--- config.mk ---
export PLATFORM = sky130hd
export DESIGN_NAME = timer_trio
export DESIGN_NICKNAME = d
export VERILOG_FILES = /design/src/timer_core_pkg.sv /design/src/timer_trio.sv
export SDC_FILE = /design/constraint.sdc
export NUM_CORES = 1
export LEC_CHECK = 0
export ABC_AREA = 1
export BUFFER_PORTS_ARGS = -buffer_cell sky130_fd_sc_hd__buf_2
export CORE_MARGIN = 2
export CORE_UTILIZATION = 38
export DETAILED_ROUTE_END_ITERATION = 12
export HOLD_SLACK_MARGIN = 0.03
export PLACE_DENSITY_LB_ADDON = 0.15
export SLEW_MARGIN = 20
export SYNTH_ARGS = -nofsm -noshare
export SYNTH_HDL_FRONTEND = slang
export SYNTH_SLANG_ARGS = --single-unit
--- constraint.sdc ---
create_clock -name sys_clk_i -period 3 [get_ports sys_clk_i]
set_input_delay 0.3 -clock sys_clk_i [delete_from_list [all_inputs] [get_ports sys_clk_i]]
set_output_delay 0.3 -clock sys_clk_i [all_outputs]
set_load 0.01 [all_outputs]
--- src/timer_core_pkg.sv ---
// Purpose: shared constants and types of the three-timer core
// Assumes: 8-bit register bus, one system clock
// Notes: all state types are packed so the core can register them as one word
package timer_core_pkg;

  localparam int NUM_TIMERS = 3;
  localparam int STD_IDX = 2;
  localparam int CNT_W = 10;
  localparam int ADDR_W = 5;
  localparam int EVT_W = 2 * NUM_TIMERS;

  // register offsets inside one timer slot (slot = address bits 4:3)
  localparam logic [2:0] REG_CTRL0 = 3'h0;
  localparam logic [2:0] REG_CTRL1 = 3'h1;
  localparam logic [2:0] REG_CNT_LO = 3'h2;
  localparam logic [2:0] REG_CNT_HI = 3'h3;
  localparam logic [2:0] REG_CMPA_LO = 3'h4;
  localparam logic [2:0] REG_CMPA_HI = 3'h5;
  localparam logic [ADDR_W-1:0] REG_INT_STATUS = 5'h18;
  localparam logic [ADDR_W-1:0] REG_INT_MASK = 5'h19;

  // event bit positions inside a timer's pair of status bits
  localparam int EVT_A_POS = 0;
  localparam int EVT_P_POS = 1;

  // prescaler terminal counts
  localparam logic [1:0] SYS_DIV4_LAST = 2'h3;
  localparam logic [3:0] H_DIV16_LAST = 4'hf;
  localparam logic [5:0] H_DIV64_LAST = 6'h3f;

  typedef enum logic [2:0] {
    CLK_SYS_DIV4 = 3'h0,
    CLK_SYS = 3'h1,
    CLK_H_DIV16 = 3'h2,
    CLK_H_DIV64 = 3'h3,
    CLK_SUB = 3'h4,
    CLK_SUB_ALT = 3'h5,
    CLK_EXT_RISE = 3'h6,
    CLK_EXT_FALL = 3'h7
  } clk_sel_t;

  typedef enum logic [1:0] {
    MODE_COMPARE = 2'h0,
    MODE_PULSE = 2'h1,
    MODE_PWM = 2'h2,
    MODE_TIMER = 2'h3
  } op_mode_t;

  // compare mode: keep/low/high/toggle; pwm mode: inactive/active/waveform
  typedef enum logic [1:0] {
    PIN_KEEP = 2'h0,
    PIN_LOW = 2'h1,
    PIN_HIGH = 2'h2,
    PIN_TOGGLE = 2'h3
  } pin_act_t;

  typedef enum logic [1:0] {
    PULSE_IDLE = 2'b01,
    PULSE_RUN = 2'b10
  } pulse_state_t;

  typedef struct packed {
    logic pause;
    clk_sel_t clk_sel;
    logic on;
    logic [2:0] period_sel;
  } ctrl0_t;

  typedef struct packed {
    op_mode_t mode;
    pin_act_t pin_act;
    logic out_init;
    logic polarity;
    logic duty_swap;
    logic clr_on_a;
  } ctrl1_t;

  typedef struct packed {
    ctrl0_t c0;
    ctrl1_t c1;
    logic [CNT_W-1:0] count;
    logic [CNT_W-1:0] cmp_a;
    logic [7:0] shadow;
    logic level;
    logic pin;
    logic on_prev;
    pulse_state_t pulse;
  } timer_t;

  typedef struct packed {
    logic meta;
    logic sync;
    logic prev;
  } pin_sync_t;

  typedef struct packed {
    timer_t [NUM_TIMERS-1:0] tmr;
    pin_sync_t [NUM_TIMERS-1:0] ext;
    pin_sync_t high_clk;
    pin_sync_t sub_clk;
    logic [1:0] sys_div;
    logic [5:0] h_div;
    logic [EVT_W-1:0] int_status;
    logic [EVT_W-1:0] int_mask;
    logic irq;
    logic std_pin_n;
    logic [7:0] rdata;
  } core_state_t;

  localparam timer_t TIMER_RESET = '{
    c0: '0, c1: '0, count: '0, cmp_a: '0, shadow: '0,
    level: 1'b0, pin: 1'b0, on_prev: 1'b0, pulse: PULSE_IDLE};

endpackage

--- src/timer_trio.sv ---
// Purpose: two compact timers and one standard timer behind one register port
// Assumes: high and subsidiary clocks arrive as levels and are sampled here
// Notes: each timer owns one byte shadow shared by counter and compare A
`timescale 1ns/10ps
module timer_trio
  import timer_core_pkg::*;
(
  input wire logic sys_clk_i,
  input wire logic reset_n_i,
  input wire logic ce_i,
  input wire logic [ADDR_W-1:0] addr_i,
  input wire logic [7:0] wdata_i,
  input wire logic wr_i,
  input wire logic rd_i,
  output logic [7:0] rdata_o,
  input wire logic high_internal_clock_i,
  input wire logic subsidiary_clock_i,
  input wire logic [1:0] timer_ext_clock_pin_i,
  input wire logic standard_timer_ext_clock_pin_i,
  output logic [1:0] compact_timer_out_pin_o,
  output logic standard_timer_out_pin_o,
  output logic standard_timer_out_pin_inverted_o,
  output logic irq_o
);

  core_state_t s_r;
  core_state_t s_nxt;

  function automatic logic pick_tick(input clk_sel_t sel, input logic d4, input logic h16,
                                     input logic h64, input logic sub, input logic rise,
                                     input logic fall);
    case (sel)
      CLK_SYS_DIV4: pick_tick = d4;
      CLK_SYS: pick_tick = 1'b1;
      CLK_H_DIV16: pick_tick = h16;
      CLK_H_DIV64: pick_tick = h64;
      CLK_SUB, CLK_SUB_ALT: pick_tick = sub;
      CLK_EXT_RISE: pick_tick = rise;
      CLK_EXT_FALL: pick_tick = fall;
      default: pick_tick = 1'b0;
    endcase
  endfunction

  function automatic logic [7:0] hi_byte(input logic [CNT_W-1:0] v);
    hi_byte = 8'(v >> 8);
  endfunction

  always_comb begin
    timer_t t;
    logic [NUM_TIMERS-1:0] ext_pin;
    logic [EVT_W-1:0] events;
    logic [EVT_W-1:0] w1c;
    logic h_edge;
    logic sub_edge;
    logic d4;
    logic h16;
    logic h64;
    logic rise;
    logic fall;
    logic tick;
    logic hit_a;
    logic hit_p;
    logic clr;
    logic period_hit;
    logic duty_hit;
    logic pulse_mode;
    logic [CNT_W-1:0] inc;
    t = TIMER_RESET;
    h_edge = 1'b0;
    sub_edge = 1'b0;
    d4 = 1'b0;
    h16 = 1'b0;
    h64 = 1'b0;
    ext_pin = {standard_timer_ext_clock_pin_i, timer_ext_clock_pin_i};
    events = '0;
    w1c = '0;
    tick = 1'b0;
    hit_a = 1'b0;
    hit_p = 1'b0;
    clr = 1'b0;
    period_hit = 1'b0;
    duty_hit = 1'b0;
    pulse_mode = 1'b0;
    inc = '0;
    rise = 1'b0;
    fall = 1'b0;
    s_nxt = s_r;
    s_nxt.rdata = '0;

    // pin and foreign-clock samplers; only the second and third stages feed logic
    for (int i = 0; i < NUM_TIMERS; i++) begin
      s_nxt.ext[i].meta = ext_pin[i];
      s_nxt.ext[i].sync = s_r.ext[i].meta;
      s_nxt.ext[i].prev = s_r.ext[i].sync;
    end
    s_nxt.high_clk.meta = high_internal_clock_i;
    s_nxt.high_clk.sync = s_r.high_clk.meta;
    s_nxt.high_clk.prev = s_r.high_clk.sync;
    s_nxt.sub_clk.meta = subsidiary_clock_i;
    s_nxt.sub_clk.sync = s_r.sub_clk.meta;
    s_nxt.sub_clk.prev = s_r.sub_clk.sync;

    // shared prescalers
    h_edge = s_r.high_clk.sync & ~s_r.high_clk.prev;
    sub_edge = s_r.sub_clk.sync & ~s_r.sub_clk.prev;
    d4 = (s_r.sys_div == SYS_DIV4_LAST);
    h16 = h_edge & (s_r.h_div[3:0] == H_DIV16_LAST);
    h64 = h_edge & (s_r.h_div == H_DIV64_LAST);
    s_nxt.sys_div = s_r.sys_div + 2'h1;
    if (h_edge) begin
      s_nxt.h_div = s_r.h_div + 6'h01;
    end

    for (int i = 0; i < NUM_TIMERS; i++) begin
      t = s_r.tmr[i];
      rise = s_r.ext[i].sync & ~s_r.ext[i].prev;
      fall = ~s_r.ext[i].sync & s_r.ext[i].prev;
      // compact timers treat the pulse code as undefined and leave the pin alone
      pulse_mode = (i == STD_IDX) && (t.c1.mode == MODE_PULSE);
      tick = pick_tick(t.c0.clk_sel, d4, h16, h64, sub_edge, rise, fall)
             & t.c0.on & ~t.c0.pause;
      if (pulse_mode && t.pulse != PULSE_RUN) begin
        tick = 1'b0;
      end
      t.on_prev = t.c0.on;
      if (t.c0.on && !s_r.tmr[i].on_prev) begin
        // a fresh start restarts the count and restores the pin
        t.count = '0;
        t.level = t.c1.out_init;
        t.pulse = PULSE_IDLE;
      end else begin
        if (pulse_mode && t.c0.on && t.pulse == PULSE_IDLE && rise) begin
          t.pulse = PULSE_RUN;
          t.count = '0;
          t.level = 1'b1;
        end
        if (tick) begin
          inc = CNT_W'(t.count + 1'b1);
          hit_a = (inc == t.cmp_a);
          if (t.c0.period_sel == 3'h0) begin
            hit_p = (t.count == '1);
          end else begin
            hit_p = (inc == {t.c0.period_sel, (CNT_W-3)'(0)});
          end
          events[2*i+EVT_A_POS] = hit_a;
          events[2*i+EVT_P_POS] = hit_p;
          clr = t.c1.clr_on_a ? hit_a : hit_p;
          period_hit = t.c1.duty_swap ? hit_a : hit_p;
          duty_hit = t.c1.duty_swap ? hit_p : hit_a;
          case (t.c1.mode)
            MODE_COMPARE: begin
              if (hit_a) begin
                case (t.c1.pin_act)
                  PIN_LOW: t.level = 1'b0;
                  PIN_HIGH: t.level = 1'b1;
                  PIN_TOGGLE: t.level = ~t.level;
                  default: t.level = t.level;
                endcase
              end
            end
            MODE_PWM: begin
              clr = period_hit;
              if (t.c1.pin_act == PIN_HIGH) begin
                if (clr) begin
                  t.level = 1'b1;
                end else if (duty_hit) begin
                  t.level = 1'b0;
                end
              end
            end
            MODE_PULSE: begin
              if (pulse_mode && hit_a) begin
                t.level = 1'b0;
                t.pulse = PULSE_IDLE;
              end
            end
            default: t.level = t.level;
          endcase
          t.count = clr ? '0 : inc;
        end
        // pwm forced levels hold regardless of counting
        if (t.c1.mode == MODE_PWM && t.c1.pin_act == PIN_KEEP) begin
          t.level = 1'b0;
        end
        if (t.c1.mode == MODE_PWM && t.c1.pin_act == PIN_LOW) begin
          t.level = 1'b1;
        end
      end

      // register port; the shadow makes multi-byte values coherent
      if (wr_i && addr_i[4:3] == 2'(i)) begin
        case (addr_i[2:0])
          REG_CTRL0: t.c0 = ctrl0_t'(wdata_i);
          REG_CTRL1: t.c1 = ctrl1_t'(wdata_i);
          REG_CMPA_LO: t.shadow = wdata_i;
          REG_CMPA_HI: t.cmp_a = CNT_W'({wdata_i, t.shadow});
          default: t.shadow = t.shadow;
        endcase
      end
      if (rd_i && addr_i[4:3] == 2'(i)) begin
        case (addr_i[2:0])
          REG_CTRL0: s_nxt.rdata = 8'(s_r.tmr[i].c0);
          REG_CTRL1: s_nxt.rdata = 8'(s_r.tmr[i].c1);
          REG_CNT_LO, REG_CMPA_LO: s_nxt.rdata = s_r.tmr[i].shadow;
          REG_CNT_HI: begin
            s_nxt.rdata = hi_byte(s_r.tmr[i].count);
            t.shadow = s_r.tmr[i].count[7:0];
          end
          REG_CMPA_HI: begin
            s_nxt.rdata = hi_byte(s_r.tmr[i].cmp_a);
            t.shadow = s_r.tmr[i].cmp_a[7:0];
          end
          default: s_nxt.rdata = '0;
        endcase
      end
      t.pin = t.level ^ t.c1.polarity;
      s_nxt.tmr[i] = t;
    end
    s_nxt.std_pin_n = ~s_nxt.tmr[STD_IDX].pin;

    // interrupt block; a new event beats a same-cycle clear
    if (wr_i && addr_i == REG_INT_STATUS) begin
      w1c = wdata_i[EVT_W-1:0];
    end
    if (wr_i && addr_i == REG_INT_MASK) begin
      s_nxt.int_mask = wdata_i[EVT_W-1:0];
    end
    if (rd_i && addr_i == REG_INT_STATUS) begin
      s_nxt.rdata = 8'(s_r.int_status);
    end
    if (rd_i && addr_i == REG_INT_MASK) begin
      s_nxt.rdata = 8'(s_r.int_mask);
    end
    s_nxt.int_status = (s_r.int_status & ~w1c) | events;
    s_nxt.irq = |(s_nxt.int_status & s_nxt.int_mask);
  end

  always_ff @(posedge sys_clk_i) begin
    if (!reset_n_i) begin
      s_r <= '0;
      // inverted pin stays the complement of the cleared pin even in reset
      s_r.std_pin_n <= 1'b1;
      for (int i = 0; i < NUM_TIMERS; i++) begin
        s_r.tmr[i] <= TIMER_RESET;
      end
    end else if (ce_i) begin
      s_r <= s_nxt;
    end
  end

  assign rdata_o = s_r.rdata;
  assign compact_timer_out_pin_o = {s_r.tmr[1].pin, s_r.tmr[0].pin};
  assign standard_timer_out_pin_o = s_r.tmr[STD_IDX].pin;
  assign standard_timer_out_pin_inverted_o = s_r.std_pin_n;
  assign irq_o = s_r.irq;

endmodule

==> impl_metrics.env <==
export IMPL_status="finished, final reports clean"
export IMPL_end_kind="flop"
export IMPL_cts_tree="done"
export IMPL_die_area_mm2=0.0293
export IMPL_fin_skew_ps=10.1
export IMPL_crit_slowest_cell="dfxtp_2"
export IMPL_min_path_cells=3
export IMPL_grt_util_all_layers_pct=24.9
export IMPL_r2r_end="s_r[173]"
export IMPL_r2r_slack_ps=50
export IMPL_p_per_area_mw_per_mm2=438
export IMPL_setup_violations_final=0
export IMPL_dr_pass1_iters=5
export IMPL_fp_coreArea_mm2=0.0276
export IMPL_fp_dieH_um=171
export IMPL_antenna_found_initial=0
export IMPL_r2r_cells=21
export IMPL_drv_slew=0
export IMPL_hp_start="timer_ext_clock_pin_i[0]"
export IMPL_ys_seq_area_share_pct=35.5
export IMPL_criticalPathCategory="reg -> reg"
export IMPL_vias=10800
export IMPL_rows=61
export IMPL_gp_congestion=0.900
export IMPL_crit_family="simple AND/OR/NAND/NOR gates"
export IMPL_hp_class="in -> reg"
export IMPL_leakage_nw=4.54
export IMPL_yosys_warnings=0
export IMPL_slew_headroom_pct=36.2
export IMPL_setup_tns_ps=0
export IMPL_reg2reg_from="s_r[183]"
export IMPL_timing_fmax_mhz=339
export IMPL_cts_max_path_buffers=2
export IMPL_synth_fp_nets=1614
export IMPL_synth_ff_latch_count=188
export IMPL_clkSinkCount=188
export IMPL_vias_per_cell=5.35
export IMPL_cap_viol_max_count=0
export IMPL_finalHoldViolations=0
export IMPL_grt_max_degree=113
export IMPL_ant_nets=0
export IMPL_peakVddDrop_uv=287
export IMPL_cts_clk_slew_worst_paths_ps=80
export IMPL_seq_area_mm2=0.00377
export IMPL_rsz0062_at_grt="yes"
export IMPL_root_buffer="clkbuf_16"
export IMPL_yosysUniqueCellTypes=50
export IMPL_post_route_period_util_pct=98.4
export IMPL_diodes=0
export IMPL_grt_pass1_wl_mm=56.1
export IMPL_final_nets=1653
export IMPL_path_buf_inv=3
export IMPL_worstMarginPinSlew_ps=957
export IMPL_required_ps=3290
export IMPL_routed_wl_mm=36.0
export IMPL_grt_pass1_vias=10000
export IMPL_ctsHoldBuffers=0
export IMPL_cp_max_fo=7
export IMPL_dp_hpwl_mm=26.0
export IMPL_io_pins=36
export IMPL_worstPathCellList="inv_2 -> nand4_1 -> nor2_4 -> nor2_4 -> ha_4 -> buf_4 -> nand4_4 -> nand2_4 -> nand3_2 -> nand2_1 -> nor2_1 -> nand2_2 -> nor2_2 -> nand3_2 -> a211o_1 -> nand2_4 -> inv_4 -> nand2_1 -> a21oi_1 -> o21ai_1 -> a21oi_1"
export IMPL_cts_buffers=17
export IMPL_fp_dieW_um=171
export IMPL_cp_start_kind="flop"
export IMPL_htree_levels=4
export IMPL_port_buffer_count=35
export IMPL_drt_iter0_drc=820
export IMPL_clkLatencyLatePin_ps=450
export IMPL_min_delay_worst_endpoint="s_nxt[37]"
export IMPL_syn_mean_instance_area_um2=6.68
export IMPL_num_fill_cells=2983
export IMPL_overflow=0
export IMPL_drc_errors=0
export IMPL_wl_per_cell_um=17.8
export IMPL_synth_area_mm2=0.0106
export IMPL_multi_input_area_mm2=0.00585
export IMPL_min_period_ps=2950
export IMPL_worst_path_largest_cell_delay_ps=330
export IMPL_drive_above_1_share_pct=14.6
export IMPL_syn_to_final_growth_pct=15.0
export IMPL_arrival_ps=3240
export IMPL_start_util_pct=38.4
export IMPL_syn_inst=1586
export IMPL_placed_area_mm2=0.0113
export IMPL_design_area_mm2=0.0122
-- layout by cell type (no fill, tap or decap), types with 13 or more instances in the layout --
cell / instances
buf_2: 34
nand2_2: 22
o21ai_1: 15
a21oi_1: 192
nand4_1: 16
nor2_1: 115
nand3_1: 50
inv_1: 204
dfxtp_1: 182
a221oi_1: 25
clkbuf_16: 17
nand3_2: 14
xor2_1: 13
o22ai_1: 55
o21ai_0: 184
buf_4: 64
o211ai_1: 14
nand2_1: 253
nor3_1: 20
-- registers in the layout (all words and copies together) (netlist names) --
name,cells
s_r,162
s_nxt,13
rdata_o,8
compact_timer_out_pin_o,2
irq_o,1
standard_timer_out_pin_inverted_o,1
standard_timer_out_pin_o,1
-- through the flow --
| stage | total power [mW] | util (%) | setup WS [ps] | hold WS [ps] | instances |
|---|---|---|---|---|---|
| after floorplan | 2.95 | - | 212 | 412 | 1586 |
| after global placement | 3.12 | 41.1 | -12.7 | 428 | 1977 |
| after detailed placement | 3.13 | 41.1 | -46.6 | 430 | 1977 |
| after CTS | 5.36 | 43.2 | 1.72 | 63.9 | 2010 |
| after global routing | 5.51 | 44.1 | -69.8 | 76.4 | 2016 |
| final | 5.34 | 44.1 | 47.4 | 69.1 | 2016 |
-- worst min-delay path, delay by kind of cell --
family / cells / cell delay (ps)
buffers and inverters: 1 / 80
AND/OR/NAND/NOR: 2 / 110
-- synth_stat cells (all sizes together) --
library cell | instances | area share, %
a2111oi | 2 | 0.17
a211o | 2 | 0.17
a211oi | 5 | 0.35
a21oi | 196 | 9.3
a221oi | 25 | 2.1
a22o | 4 | 0.33
a22oi | 1 | 0.071
a31oi | 6 | 0.35
a41oi | 1 | 0.083
and2 | 1 | 0.059
and3 | 1 | 0.059
buf | 18 | 1.2
clkbuf | 62 | 2.2
clkinv | 9 | 0.32
dfxtp | 188 | 36
ha | 5 | 0.59
inv | 216 | 7.6
nand2 | 283 | 11
nand3 | 67 | 3.7
nand3b | 3 | 0.21
nand4 | 17 | 1.1
nor2 | 135 | 5.3
nor3 | 23 | 1.1
o2111ai | 7 | 0.58
o211ai | 14 | 0.99
o21a | 1 | 0.071
o21ai | 200 | 9.5
o221a | 5 | 0.53
o221ai | 4 | 0.33
o22ai | 55 | 3.2
o31ai | 9 | 0.64
or2 | 5 | 0.30
xnor2 | 2 | 0.17
xor2 | 14 | 1.2
-- cell type report --
cell class,instances,share of cell area [%]
timing repair inverter,1,0.0616
clock buffer,19,3.63
clock inverter,13,0.975
tap,378,3.88
inverter,225,6.96
multi-input combinational,1093,48.0
timing repair buffer,99,5.50
sequential,188,30.9
-- power by group --
group          internal [mW]  switching [mW]
combinational          0.143           0.341
clock                   1.12            1.13
sequential              2.56          0.0340
-- metal layers --
layer	global-route usage, %	routed length [um]
met4	7.52	752
met3	4.09	1740
met5	0	0
met2	39.6	16300
met1	34.6	17100
-- timing repair --
action / in CTS / in global routing
setup endpoints to repair: 10 / 37
gates resized for setup: 2 / 60
hold endpoints to repair: 0 / 0
buffers inserted: 1 / 6
pin swaps: 4 / 29
cloned: 0 / 1
-- kinds of logic (layout without fill, tap and decap cells) --
| group | after synthesis | count (layout) | synth area share (%) |
|---|---|---|---|
| AOI/OAI and AO/OA | 537 | 537 | 28.8 |
| and+or+nand+nor | 535 | 535 | 22.4 |
| buffers and inverters | 305 | 357 | 11.4 |
| DFF | 188 | 188 | 35.5 |
| xor gates and xnor gates | 16 | 16 | 1.32 |
| adders and majority gates | 5 | 5 | 0.590 |
-- how the worst max path moves through the flow --
stage             start  endpoint  slack, ps  depth (start not counted)
6_report       s_r[183]  s_r[173]         50                         21
5_1_grt        s_r[183]  s_r[167]        -70                         22
4_1_cts        s_r[143]  s_r[170]          2                         21
3_5_place_dp   s_r[183]  s_r[170]        -50                         22
3_3_place_gp   s_r[144]  s_r[167]        -10                         22
2_1_floorplan  s_r[182]  s_r[167]        210                         21
Power figures use the tool's default switching activity.
